$ cat config.mk
export PLATFORM = sky130hd
export DESIGN_NAME = servo_gain_set_switcher
export DESIGN_NICKNAME = d
export VERILOG_FILES = /design/src/gain_blend.v /design/src/servo_gain_set_switcher.v
export VERILOG_INCLUDE_DIRS = /design/src /design/src/src
export SDC_FILE = /design/constraint.sdc
export NUM_CORES = 2
export LEC_CHECK = 0
export BUFFER_PORTS_ARGS = -buffer_cell sky130_fd_sc_hd__clkbuf_2
export CAP_MARGIN = 10
export CORE_ASPECT_RATIO = 0.75
export CORE_MARGIN = 1
export CORE_UTILIZATION = 51
export CTS_CLUSTER_DIAMETER = 120
export DETAILED_ROUTE_END_ITERATION = 8
export GPL_ROUTABILITY_DRIVEN = 0
export PLACE_DENSITY_LB_ADDON = 0.2
export SYNTH_ARGS = -nofsm -noshare
export SYNTH_HDL_FRONTEND = slang
export SYNTH_SLANG_ARGS = --single-unit
$ cat constraint.sdc
create_clock -name aclk -period 24.7 [get_ports aclk]
set_input_delay 4.94 -clock aclk [delete_from_list [all_inputs] [get_ports aclk]]
set_output_delay 4.94 -clock aclk [all_outputs]
set_load 0.02 [all_outputs]
$ cat src/gain_switch_regs.vh
`ifndef GAIN_SWITCH_REGS_VH
`define GAIN_SWITCH_REGS_VH

// Register byte offsets.
`define OFS_SWITCH_CFG      8'h00
`define OFS_SWITCH_THRESH   8'h04
`define OFS_SWITCH_TC       8'h08
`define OFS_ALT_INERTIA     8'h0C
`define OFS_ALT_POS_GAIN    8'h10
`define OFS_ALT_SPD_GAIN    8'h14
`define OFS_ALT_INTEG       8'h18
`define OFS_ALT_VIB_FREQ    8'h1C
`define OFS_ALT_RES_FREQ    8'h20
`define OFS_TUNE_MODES      8'h24
`define OFS_SWITCH_STATUS   8'h28

// Field positions.
`define SRC_LSB             0
`define SRC_MSB             2
`define DIR_BIT             4
`define GAIN_MODE_LSB       0
`define GAIN_MODE_MSB       1
`define VIB_MODE_LSB        4
`define VIB_MODE_MSB        5
`define ST_COND_BIT         0
`define ST_TARGET_BIT       1
`define ST_FRAC_LSB         4
`define ST_FRAC_MSB         12

// Source and mode encodings.
`define SRC_DISABLED        3'h0
`define SRC_HOST_CMD        3'h1
`define SRC_CMD_FREQ        3'h2
`define SRC_DROOP           3'h3
`define SRC_SPEED           3'h4
`define GAIN_MODE_MANUAL    2'h3
`define VIB_MODE_MANUAL     2'h2

// Reset values.
`define RST_SOURCE          3'h0
`define RST_DIR             1'h0
`define RST_THRESH          16'h000A
`define RST_TC_MS           7'h01
`define RST_ALT_INERTIA     16'h02BC
`define RST_ALT_ZERO        16'h0000
`define RST_GAIN_MODE       2'h1
`define RST_VIB_MODE        2'h0

// Fallback limits and the time-constant ceiling in stored units.
`define MIN_ALT_POS_GAIN    16'h000A
`define MIN_ALT_SPD_GAIN    16'h0014
`define MIN_ALT_INTEG       16'h0001
`define MIN_ALT_FREQ        16'h0001
`define MAX_TC_MS           7'h64

// Timing.
`define CLK_HZ              100000000
`define TIME_BASE_MS        1
`define MS_CYCLES           (`CLK_HZ / 1000 * `TIME_BASE_MS)
`define CTRL_CYCLES_DEF     50
`define FRAC_SHIFT          8
`define FRAC_FULL           9'h100

`endif

$ cat src/gain_blend.v
`timescale 1ns/1ps
// Blends one gain between its base value and its alternate value.
module gain_blend #(
	parameter         W       = 16,
	parameter [W-1:0] MIN_ALT = {W{1'b0}}
) (
	input  wire         aclk,
	input  wire         aresetn,
	input  wire [W-1:0] base,
	input  wire [W-1:0] alt,
	input  wire         enable,
	input  wire [8:0]   frac,
	output reg  [W-1:0] gain
);
	wire [W-1:0]        alt_eff;
	wire signed [W:0]   diff;
	wire signed [W+10:0] prod;
	wire [W-1:0]        next_gain;

	assign alt_eff   = (enable && alt >= MIN_ALT) ? alt : base;
	assign diff      = $signed({1'b0, alt_eff}) - $signed({1'b0, base});
	assign prod      = diff * $signed({1'b0, frac});
	assign next_gain = base + prod[W+7:8];

	always @(posedge aclk) begin
		if (!aresetn)
			gain <= {W{1'b0}};
		else
			gain <= next_gain;
	end
endmodule

$ cat src/servo_gain_set_switcher.v
// Functional notes
// - Source 0 off, 1 host command, 2 frequency, 3 droop, 4 speed; default 0.
// - Direction 0 switches at or above threshold, 1 at or below; default 0.
// - Threshold 0 to 65535, default 10, unit follows selected source.
// - Gains move to the new set over a 0 to 100 ms time constant.
// - When the condition holds, alternate values replace the base values.
// - Alternate inertia ratio 0.00 to 300.00, default 7.00; the register takes any 16-bit value with no limit at 300.00.
// - Alternate inertia and loop gains act only in manual gain mode 3.
// - Alternate position gain below 1.0 rad/s falls back to base.
// - Alternate speed gain below 20 rad/s falls back to base.
// - Alternate integral compensation below 0.1 ms falls back to base.
// - Alternate vibration frequency below 0.1 Hz falls back to base.
// - Alternate vibration frequency needs gain mode 3, tuning 2, source 1.
// - Alternate resonance frequency behaves like the vibration frequency.
//
// Added by the designer: the AXI4-Lite slave port and the register offsets.
`timescale 1ns/1ps
`include "gain_switch_regs.vh"

module servo_gain_set_switcher #(
	parameter MS_CYCLES   = `MS_CYCLES,
	parameter CTRL_CYCLES = `CTRL_CYCLES_DEF
) (
	input  wire        aclk,
	input  wire        aresetn,
	input  wire [7:0]  s_axi_awaddr,
	input  wire [2:0]  s_axi_awprot,
	input  wire        s_axi_awvalid,
	output wire        s_axi_awready,
	input  wire [31:0] s_axi_wdata,
	input  wire [3:0]  s_axi_wstrb,
	input  wire        s_axi_wvalid,
	output wire        s_axi_wready,
	output reg  [1:0]  s_axi_bresp,
	output reg         s_axi_bvalid,
	input  wire        s_axi_bready,
	input  wire [7:0]  s_axi_araddr,
	input  wire [2:0]  s_axi_arprot,
	input  wire        s_axi_arvalid,
	output wire        s_axi_arready,
	output reg  [31:0] s_axi_rdata,
	output reg  [1:0]  s_axi_rresp,
	output reg         s_axi_rvalid,
	input  wire        s_axi_rready,
	input  wire        host_switch_cmd,
	input  wire [31:0] cmd_frequency,
	input  wire [31:0] droop_pulses,
	input  wire [31:0] motor_speed,
	input  wire [15:0] base_inertia_ratio,
	input  wire [15:0] base_position_gain,
	input  wire [15:0] base_speed_gain,
	input  wire [15:0] base_integral_comp,
	input  wire [15:0] base_vib_frequency,
	input  wire [15:0] base_resonance_frequency,
	output wire [15:0] active_inertia_ratio,
	output wire [15:0] active_position_gain,
	output wire [15:0] active_speed_gain,
	output wire [15:0] active_integral_comp,
	output wire [15:0] active_vib_frequency,
	output wire [15:0] active_resonance_frequency,
	output reg         alt_gains_active
);
	localparam [1:0] RESP_OKAY   = 2'h0;
	localparam [1:0] RESP_SLVERR = 2'h2;

	// Software-visible settings.
	reg  [2:0]  switch_source_select;
	reg         switch_direction;
	reg  [15:0] switch_threshold;
	reg  [6:0]  switch_time_constant;
	reg  [15:0] alt_inertia_ratio;
	reg  [15:0] alt_position_gain;
	reg  [15:0] alt_speed_gain;
	reg  [15:0] alt_integral_comp;
	reg  [15:0] alt_vib_frequency;
	reg  [15:0] alt_resonance_frequency;
	reg  [1:0]  gain_adjust_mode_setting;
	reg  [1:0]  vib_tuning_mode_setting;

	// Write channel state.
	reg         aw_held;
	reg  [7:0]  aw_addr;
	reg         w_held;
	reg  [31:0] w_data;
	reg  [3:0]  w_strb;
	wire        aw_take;
	wire        w_take;
	wire        wr_fire;
	wire [7:0]  wr_addr;
	wire [31:0] wr_data;
	wire [3:0]  wr_strb;

	// Switching state.
	reg  [31:0] ctrl_count;
	wire        ctrl_tick;
	reg         cond_met;
	reg  [31:0] monitored;
	reg         next_cond;
	reg  [8:0]  frac;
	reg  [31:0] step_count;
	wire [31:0] step_period;
	wire        step_due;
	wire        manual_gain;
	wire        vib_alt_enable;

	reg  [31:0] read_word;
	reg         read_ok;

	function [31:0] merge;
		input [31:0] old;
		input [31:0] data;
		input [3:0]  strb;
		integer i;
		begin
			merge = old;
			for (i = 0; i < 4; i = i + 1)
				if (strb[i])
					merge[i*8 +: 8] = data[i*8 +: 8];
		end
	endfunction

	// Address and data are accepted in either order and held until both
	// are present, so the response never races ahead of either half.
	assign s_axi_awready = !aw_held && !s_axi_bvalid;
	assign s_axi_wready  = !w_held && !s_axi_bvalid;
	assign aw_take       = s_axi_awvalid && s_axi_awready;
	assign w_take        = s_axi_wvalid && s_axi_wready;
	assign wr_addr       = aw_held ? aw_addr : s_axi_awaddr;
	assign wr_data       = w_held ? w_data : s_axi_wdata;
	assign wr_strb       = w_held ? w_strb : s_axi_wstrb;
	assign wr_fire       = (aw_held || aw_take) && (w_held || w_take);

	always @(posedge aclk) begin
		if (!aresetn) begin
			aw_held <= 1'b0;
			aw_addr <= 8'h00;
			w_held  <= 1'b0;
			w_data  <= 32'h00000000;
			w_strb  <= 4'h0;
		end else if (wr_fire) begin
			aw_held <= 1'b0;
			w_held  <= 1'b0;
		end else begin
			if (aw_take) begin
				aw_held <= 1'b1;
				aw_addr <= s_axi_awaddr;
			end
			if (w_take) begin
				w_held <= 1'b1;
				w_data <= s_axi_wdata;
				w_strb <= s_axi_wstrb;
			end
		end
	end

	always @(posedge aclk) begin
		if (!aresetn) begin
			s_axi_bvalid <= 1'b0;
			s_axi_bresp  <= RESP_OKAY;
		end else if (wr_fire) begin
			s_axi_bvalid <= 1'b1;
			if (wr_addr[7:2] <= `OFS_TUNE_MODES >> 2 && wr_addr[1:0] == 2'h0)
				s_axi_bresp <= RESP_OKAY;
			else
				s_axi_bresp <= RESP_SLVERR;
		end else if (s_axi_bready) begin
			s_axi_bvalid <= 1'b0;
		end
	end

	// Register writes.
	always @(posedge aclk) begin : reg_write
		reg [31:0] m;
		m = 32'h00000000;
		if (!aresetn) begin
			switch_source_select     <= `RST_SOURCE;
			switch_direction         <= `RST_DIR;
			switch_threshold         <= `RST_THRESH;
			switch_time_constant     <= `RST_TC_MS;
			alt_inertia_ratio        <= `RST_ALT_INERTIA;
			alt_position_gain        <= `RST_ALT_ZERO;
			alt_speed_gain           <= `RST_ALT_ZERO;
			alt_integral_comp        <= `RST_ALT_ZERO;
			alt_vib_frequency        <= `RST_ALT_ZERO;
			alt_resonance_frequency  <= `RST_ALT_ZERO;
			gain_adjust_mode_setting <= `RST_GAIN_MODE;
			vib_tuning_mode_setting  <= `RST_VIB_MODE;
		end else if (wr_fire) begin
			case (wr_addr)
			`OFS_SWITCH_CFG: begin
				m = merge({27'h0, switch_direction, 1'b0,
					switch_source_select}, wr_data, wr_strb);
				switch_source_select <= m[`SRC_MSB:`SRC_LSB];
				switch_direction     <= m[`DIR_BIT];
			end
			`OFS_SWITCH_THRESH: begin
				m = merge({16'h0, switch_threshold}, wr_data, wr_strb);
				switch_threshold <= m[15:0];
			end
			`OFS_SWITCH_TC: begin
				m = merge({25'h0, switch_time_constant}, wr_data, wr_strb);
				// Values past the top of the range are held at 100 ms.
				if (m[31:7] != 25'h0 || m[6:0] > `MAX_TC_MS)
					switch_time_constant <= `MAX_TC_MS;
				else
					switch_time_constant <= m[6:0];
			end
			`OFS_ALT_INERTIA: begin
				m = merge({16'h0, alt_inertia_ratio}, wr_data, wr_strb);
				alt_inertia_ratio <= m[15:0];
			end
			`OFS_ALT_POS_GAIN: begin
				m = merge({16'h0, alt_position_gain}, wr_data, wr_strb);
				alt_position_gain <= m[15:0];
			end
			`OFS_ALT_SPD_GAIN: begin
				m = merge({16'h0, alt_speed_gain}, wr_data, wr_strb);
				alt_speed_gain <= m[15:0];
			end
			`OFS_ALT_INTEG: begin
				m = merge({16'h0, alt_integral_comp}, wr_data, wr_strb);
				alt_integral_comp <= m[15:0];
			end
			`OFS_ALT_VIB_FREQ: begin
				m = merge({16'h0, alt_vib_frequency}, wr_data, wr_strb);
				alt_vib_frequency <= m[15:0];
			end
			`OFS_ALT_RES_FREQ: begin
				m = merge({16'h0, alt_resonance_frequency}, wr_data,
					wr_strb);
				alt_resonance_frequency <= m[15:0];
			end
			`OFS_TUNE_MODES: begin
				m = merge({26'h0, vib_tuning_mode_setting, 2'h0,
					gain_adjust_mode_setting}, wr_data, wr_strb);
				gain_adjust_mode_setting <=
					m[`GAIN_MODE_MSB:`GAIN_MODE_LSB];
				vib_tuning_mode_setting <= m[`VIB_MODE_MSB:`VIB_MODE_LSB];
			end
			default: begin
			end
			endcase
		end
	end

	// Read path.
	assign s_axi_arready = !s_axi_rvalid;

	always @* begin
		read_ok   = 1'b1;
		read_word = 32'h00000000;
		case (s_axi_araddr)
		`OFS_SWITCH_CFG:
			read_word = {27'h0, switch_direction, 1'b0,
				switch_source_select};
		`OFS_SWITCH_THRESH: read_word = {16'h0, switch_threshold};
		`OFS_SWITCH_TC:     read_word = {25'h0, switch_time_constant};
		`OFS_ALT_INERTIA:   read_word = {16'h0, alt_inertia_ratio};
		`OFS_ALT_POS_GAIN:  read_word = {16'h0, alt_position_gain};
		`OFS_ALT_SPD_GAIN:  read_word = {16'h0, alt_speed_gain};
		`OFS_ALT_INTEG:     read_word = {16'h0, alt_integral_comp};
		`OFS_ALT_VIB_FREQ:  read_word = {16'h0, alt_vib_frequency};
		`OFS_ALT_RES_FREQ:  read_word = {16'h0, alt_resonance_frequency};
		`OFS_TUNE_MODES:
			read_word = {26'h0, vib_tuning_mode_setting, 2'h0,
				gain_adjust_mode_setting};
		`OFS_SWITCH_STATUS:
			read_word = {19'h0, frac, 2'h0, alt_gains_active, cond_met};
		default: read_ok = 1'b0;
		endcase
	end

	always @(posedge aclk) begin
		if (!aresetn) begin
			s_axi_rvalid <= 1'b0;
			s_axi_rdata  <= 32'h00000000;
			s_axi_rresp  <= RESP_OKAY;
		end else if (s_axi_arvalid && s_axi_arready) begin
			s_axi_rvalid <= 1'b1;
			s_axi_rdata  <= read_word;
			s_axi_rresp  <= read_ok ? RESP_OKAY : RESP_SLVERR;
		end else if (s_axi_rready) begin
			s_axi_rvalid <= 1'b0;
		end
	end

	// Control-cycle timer.
	assign ctrl_tick = (ctrl_count == CTRL_CYCLES - 1);

	always @(posedge aclk) begin
		if (!aresetn || ctrl_tick)
			ctrl_count <= 32'h00000000;
		else
			ctrl_count <= ctrl_count + 32'h00000001;
	end

	// Switching condition.
	always @* begin
		case (switch_source_select)
		`SRC_CMD_FREQ: monitored = cmd_frequency;
		`SRC_DROOP:    monitored = droop_pulses;
		`SRC_SPEED:    monitored = motor_speed;
		default:       monitored = 32'h00000000;
		endcase
		case (switch_source_select)
		`SRC_HOST_CMD: next_cond = host_switch_cmd;
		`SRC_CMD_FREQ, `SRC_DROOP, `SRC_SPEED:
			if (switch_direction)
				next_cond = monitored <= {16'h0, switch_threshold};
			else
				next_cond = monitored >= {16'h0, switch_threshold};
		default: next_cond = 1'b0;
		endcase
	end

	// The condition is latched only on the control tick so that a noisy
	// monitored value cannot chatter the gains between cycles.
	always @(posedge aclk) begin
		if (!aresetn) begin
			cond_met         <= 1'b0;
			alt_gains_active <= 1'b0;
		end else if (ctrl_tick) begin
			cond_met         <= next_cond;
			alt_gains_active <= next_cond;
		end
	end

	// Ramp of the blend fraction between the two sets.
	assign step_period = (switch_time_constant * MS_CYCLES)
		>> `FRAC_SHIFT;
	assign step_due    = (switch_time_constant == 7'h00) ||
		(step_count + 32'h00000001 >= step_period);

	always @(posedge aclk) begin
		if (!aresetn) begin
			step_count <= 32'h00000000;
			frac       <= 9'h000;
		end else if (step_due) begin
			step_count <= 32'h00000000;
			if (switch_time_constant == 7'h00)
				frac <= alt_gains_active ? `FRAC_FULL : 9'h000;
			else if (alt_gains_active && frac != `FRAC_FULL)
				frac <= frac + 9'h001;
			else if (!alt_gains_active && frac != 9'h000)
				frac <= frac - 9'h001;
		end else begin
			step_count <= step_count + 32'h00000001;
		end
	end

	assign manual_gain    = gain_adjust_mode_setting == `GAIN_MODE_MANUAL;
	assign vib_alt_enable = manual_gain &&
		vib_tuning_mode_setting == `VIB_MODE_MANUAL &&
		switch_source_select == `SRC_HOST_CMD;

	gain_blend #(.W(16), .MIN_ALT(16'h0000)) blend_inertia (
		.aclk(aclk), .aresetn(aresetn), .base(base_inertia_ratio),
		.alt(alt_inertia_ratio), .enable(manual_gain), .frac(frac),
		.gain(active_inertia_ratio));
	gain_blend #(.W(16), .MIN_ALT(`MIN_ALT_POS_GAIN)) blend_pos (
		.aclk(aclk), .aresetn(aresetn), .base(base_position_gain),
		.alt(alt_position_gain), .enable(manual_gain), .frac(frac),
		.gain(active_position_gain));
	gain_blend #(.W(16), .MIN_ALT(`MIN_ALT_SPD_GAIN)) blend_speed (
		.aclk(aclk), .aresetn(aresetn), .base(base_speed_gain),
		.alt(alt_speed_gain), .enable(manual_gain), .frac(frac),
		.gain(active_speed_gain));
	gain_blend #(.W(16), .MIN_ALT(`MIN_ALT_INTEG)) blend_integ (
		.aclk(aclk), .aresetn(aresetn), .base(base_integral_comp),
		.alt(alt_integral_comp), .enable(manual_gain), .frac(frac),
		.gain(active_integral_comp));
	// Vibration values also follow the ramp; the host is expected to switch
	// them only at standstill since a change in motion jolts the load.
	gain_blend #(.W(16), .MIN_ALT(`MIN_ALT_FREQ)) blend_vib (
		.aclk(aclk), .aresetn(aresetn), .base(base_vib_frequency),
		.alt(alt_vib_frequency), .enable(vib_alt_enable), .frac(frac),
		.gain(active_vib_frequency));
	gain_blend #(.W(16), .MIN_ALT(`MIN_ALT_FREQ)) blend_res (
		.aclk(aclk), .aresetn(aresetn), .base(base_resonance_frequency),
		.alt(alt_resonance_frequency), .enable(vib_alt_enable),
		.frac(frac), .gain(active_resonance_frequency));
endmodule

Word-level counts from Yosys, hierarchy flattened
Cells that the tools add are included.
{ "op_classes": {"mux": 41, "eq_ne": 27, "reduce_logical": 61, "multipliers": 7, "order_cmp": 11, "bitwise": 2, "n_addsub": 16} }
{ "ops": {"columns": ["op", "n"], "rows": [
  ["$pmux 16 s11", 1],
  ["$mul 17x10->24", 6],
  ["$mux 8", 17],
  ["$sub 16x16->17", 6],
  ["$add 16x16->16", 6],
  ["$mux 16", 6],
  ["$pmux 32 s3", 1],
  ["$add 32x1->32 const B", 2],
  ["$eq 8x5->1 const B", 8],
  ["$ge 16x1->1 const B", 4],
  ["$ge 32x16->1", 2],
  ["$reduce_and 3->1", 16],
  ["$eq 8x6->1 const B", 5],
  ["$mux 9", 4],
  ["$eq 32x6->1 const B", 1],
  ["$eq 8x4->1 const B", 4],
  ["$le 32x16->1", 1],
  ["$mux 32", 1],
  ["$reduce_bool 25->1", 1],
  ["$mul 7x12->19 const B", 1],
  ["$logic_and 1x1->1", 17],
  ["$eq 8x3->1 const B", 2],
  ["$ge 16x4->1 const B", 1],
  ["$ge 16x5->1 const B", 1],
  ["27 further kinds", 51]
]} }
{ "totals": {"in_bits": 258, "elab_cells": 204, "out_inout_bits": 138, "register_bits": 381} }

Logic depth before layout (Yosys ltp)
{ "logic_depth": {"depth_word": 10, "depth_mapped": 45} }

By module
A second synthesis with hierarchy kept.
{ "unflattened": {"cells_unflattened": 6460, "area_unflattened_um2": 54835.1} }
{ "by_module_without_submodules": {"columns": ["module", "instances", "cells_per_inst", "area_each_um2"], "rows": [
  ["servo_gain_set_switcher", 1, 1666, 14106.0],
  ["gain_blend (blend_integ)", 1, 813, 6897.9],
  ["gain_blend (blend_speed)", 1, 811, 6845.3],
  ["gain_blend (blend_pos)", 1, 796, 6771.5],
  ["gain_blend (blend_res)", 1, 800, 6770.2],
  ["gain_blend (blend_inertia)", 1, 781, 6722.7],
  ["gain_blend (blend_vib)", 1, 793, 6721.4]
]} }

Least setup slack after synthesis
OpenSTA, ideal clock, no wires.
{ "synth_timing": {"path_type": "input to register", "from": "input port base_vib_frequency[0]", "to": "register blend_vib.gain[15]", "stages": 38, "path_slack_ps": 11259, "arrival_time_ps": 13327, "required_ps": 24586, "path_cell_list": "a22oi_1 -> ha_1 -> inv_1 -> fa_1 -> a21o_1 -> a2111oi_2 -> nor3_1 -> nor4_1 -> or3_1 -> xnor2_1 -> nand2_1 -> fa_1 -> inv_1 -> fa_1 -> fa_1 -> fa_1 -> inv_1 -> fa_1 -> [... 2 more ...] -> a21o_1 -> or4_1 -> or2_2 -> o2111ai_1 -> a21boi_1 -> o21a_1 -> o21ai_0 -> nand2b_1 -> a21oi_1 -> xnor2_1 -> ha_1 -> o21ai_0 -> nand2b_1 -> o31ai_1 -> xnor2_1 -> xnor3_1 -> xor2_1 -> nor2_1"} }
{ "synth_via": {"elab_chain_len": 4} }
{ "synth_lines": {"columns": ["item", "line", "text"], "rows": [
  ["start: declaration", "servo_gain_set_switcher.v:53", "input wire [15:0] base_vib_frequency,"],
  ["$mux 16", "gain_blend.v:20", "assign alt_eff = (enable && alt >= MIN_ALT) ? alt : base;"],
  ["$sub 16x16->17", "gain_blend.v:21", "assign diff = $signed({1'b0, alt_eff}) - $signed({1'b0, base});"],
  ["$mul 17x10->24", "gain_blend.v:22", "assign prod = diff * $signed({1'b0, frac});"],
  ["$add 16x16->16 *", "gain_blend.v:23", "assign next_gain = base + prod[W+7:8];"],
  ["end signal: assignment", "gain_blend.v:27", "gain <= {W{1'b0}};"],
  ["end signal: assignment", "gain_blend.v:29", "gain <= next_gain;"],
  ["end: declaration", "gain_blend.v:13", "output reg [W-1:0] gain"]
]} }
Mark *: on every way between the ends. The rest lies on a longest branch, timed or not.
A chain may end at the register's enable or synchronous reset.

Worst setup path in the final report
Ends and elaborated chain as after synthesis.

==> results.md <==
- Outcome: completed
- Post-synth EDFFs: 0
- Most Frequent Cell on Critical Path: fa_1
- Critical path class: input pin to flip-flop
- H-tree levels: 2
- Clk sink count: 363
- Top cell type's share of synthesized area: 0.2650
- Worst Path Required: 25.18 ns
- Gate Count Post-Synth: 6377
- Later-pin clock latency in the skew report: 0.63 ns
- Dpl cell area: 57610 µm²
- Setup WS pre-CTS: 10.12 ns
- #FFs+latches synth: 363
- Avg WL per Cell: 18.60 µm
- Gr usage total: 0.2858
- Largest regs: ctrl_count (32), step_count (32), w_data (32)
- WL final: 151.4 mm
- Setup TNS: 0 ns
- CP startpoint kind: input pin
- Hold_buf cts: 0
- Top_reg_cell synth: dfxtp_1
- Synth top area cells: fa_1, ha_1, dfxtp_1
- Core Region: 105200 µm²
- Vias per Instance: 5.482
- Final Cycle Share: 0.5684
- Ports: 396
- Final min period: 14.04 ns
- Root Buffer: clkbuf_16
- DRT iter0 DRCs: 3620
- Largest net degree at the start of global routing: 117
- Asr flop ratio synth: 0
- Vias in the first global route: 44.08k
- Number of buffers added on ports: 371
- FF-to-FF setup slack: 13.21 ns
- Max Slew Vio Count: 0
- CTS Buf Count: 43
- Worst setup path endpoint: blend_vib.gain[15]$_SDFF_PN0_
- Number of setup buffers added after CTS: 0
- Initial Utilization: 0.5144
- Unique cell type count in the Yosys netlist: 84
- Number of vias in the routed layout: 44.65k
- Max Cap Viol: 0
- Rows: 103
- Clock transition at the registers of the reported paths: 0.06 ns
- Maximum clock frequency: 0.07123 GHz
- Grt ovf: 0
- Endpoints failing hold: 0
- Area Overhead vs Synth: 9.206%
- Worst reg-to-reg path cell count: 42
- Final Cell Area: 59070 µm²
- Reg-to-Reg Start: switch_source_select[2]$_SDFFE_PN0P_
- Crit path DAT: 14.52 ns
- DRC: 0
- HP Class: flip-flop to flip-flop
- Mean post-synth cell area: 8.483 µm²
- Global-route wire length before repair: 242.7 mm
- Seq/Total Area, Yosys: 0.1343
- HPWL Detailed: 120.6 mm
- Final setup fails: 0
- Max_slew headroom: 0.1071
- Yosys warns: 0
- CP Launch Point: base_vib_frequency[0]
- CTS tree: built
- Slowest CP cell: fa_1
- Clock buffer depth: 3
- CP Capture Type: flip-flop
- Die Span X: 378.1 µm
- Clock Skews: 0.02908 ns
- Layout cells sized above 1: 0.09079
- Worst-path maximum fanout: 9
- # resized after CTS: 0
- Slew @ Worst Pin: 1.334 ns
- Fin nets: 8243
- Leading area contributor after synthesis: fa_1
- FF-to-FF End: blend_vib.gain[15]$_SDFF_PN0_
- Worst path max stage delay: 0.56 ns
- First drt pass iteration count: 6
- Post-Syn Area: 54090 µm²
- Post-DRT Antenna Nets: 0
- DIE AREA: 107400 µm²
- DIE HEIGHT: 284.0 µm
- RSZ-0062 raised after global routing: false
- Final WS setup: 10.66 ns
- Initial antenna violation count: 17
-- through the flow --
step | std cells | utilization | hold WS (ns)
2_1_floorplan | 6410 | - | 0.4292
3_5_place_dp | 8055 | 0.5478 | 0.4469
5_1_grt | 8139 | 0.5616 | 0.4769
4_1_cts | 8133 | 0.5613 | 0.4551
6_report | 8144 | 0.5617 | 0.4537
3_3_place_gp | 8055 | 0.5478 | 0.4409
-- cells by family (layout without fill, tap and decap cells) --
logic type / after synthesis / after routing / share of synthesized area
compound gates: 938 / 938 / 0.1165
xor+xnor: 350 / 350 / 0.05743
fa+ha+maj: 1299 / 1299 / 0.3998
buf+inv: 1236 / 1545 / 0.08727
flops: 363 / 363 / 0.1343
mux: 92 / 92 / 0.01811
other cells: 1 / 42 / 0.00006932
simple gates: 2098 / 2098 / 0.1865
-- cell usage after synthesis, drive strengths merged, types with 9 or more instances --
cell and count:
nor2 442, ha 583, clkbuf 189, a22o 15
nand2 722, nor2b 70, and2 434, o21a 69
fa 716, o211ai 11, mux2i 45, a221oi 20
nor3 97, a31oi 19, nor4 54, and3 50
a21oi 214, o21ai 171, mux2 47, xor2 100
xnor2 247, o21bai 27, buf 31, a211oi 130
a22oi 46, nand3 80, a21o 99, nand2b 35
inv 1014, nand4 37, o31ai 15, a211o 9
o2111ai 10, nand3b 10, or3 20, dfxtp 363
or2 11
-- worst min-delay path by stage --
stage,start,end,slack [ns],cells past startpoint
finish,w_data[23]$_SDFFE_PN0P_,w_data[23]$_SDFFE_PN0P_,0.45,2
global route,w_data[29]$_SDFFE_PN0P_,w_data[29]$_SDFFE_PN0P_,0.48,2
CTS,w_data[31]$_SDFFE_PN0P_,w_data[31]$_SDFFE_PN0P_,0.46,2
detailed placement,w_data[31]$_SDFFE_PN0P_,w_data[31]$_SDFFE_PN0P_,0.45,2
global placement,w_data[2]$_SDFFE_PN0P_,w_data[2]$_SDFFE_PN0P_,0.44,2
floorplan,step_count[0]$_SDFF_PP0_,step_count[0]$_SDFF_PP0_,0.43,1
-- cell usage in the layout (no fill, tap or decap), types with 46 or more instances in the layout --
master,netlist,final
xnor2_1,247,247
dfxtp_1,363,354
fa_1,716,716
and2_1,434,434
a21o_1,99,99
ha_1,583,583
a21oi_1,214,214
a22oi_1,46,46
o21a_1,69,69
and3_1,50,50
nor2_1,442,442
xor2_1,100,99
clkbuf_2,0,371
mux2_2,47,47
buf_4,21,78
nor3_1,97,96
nor4_1,53,52
nor2b_1,70,70
a211oi_1,129,128
nand2_1,722,722
nand3_1,80,80
inv_1,1014,1014
o21ai_0,165,165
-- final cells by class --
| cell class | instances | area, µm² |
|---|---|---|
| Antenna cell | 8 | 20.02 |
| Clock buffer | 62 | 1227 |
| Clock inverter | 16 | 188.9 |
| Fill cell | 9736 | 46090 |
| Inverter | 1016 | 3821 |
| Multi-Input combinational cell | 4811 | 42280 |
| Sequential cell | 363 | 7293 |
| Tap cell | 1417 | 1773 |
| Timing Repair Buffer | 451 | 2469 |
-- worst max-delay path, delay by kind of cell --
kind                     cells  cell delay [ns]
AO/OA/AOI/OAI               10             2.38
buffers and inverters        6             0.55
XOR/XNOR                     5             1.04
AND/OR/NAND/NOR              9             1.78
adder cells (fa/ha/maj)      9             3.84
-- per-layer routing --
layer / wire length (µm) / up-vias / part of all wire / track usage
li1: - / 21250 / - / -
met3: 12100 / 248 / 0.080 / 0.04939
met4: 4570 / 18 / 0.030 / 0.08330
met5: 115 / - / 0.00076 / 0
met1: 67870 / 21700 / 0.45 / 0.4076
met2: 66780 / 1433 / 0.44 / 0.4422
Power is left out: the tool's default activity adds up to more than one toggle a clock period on the data nets, which glitch-free logic cannot reach.
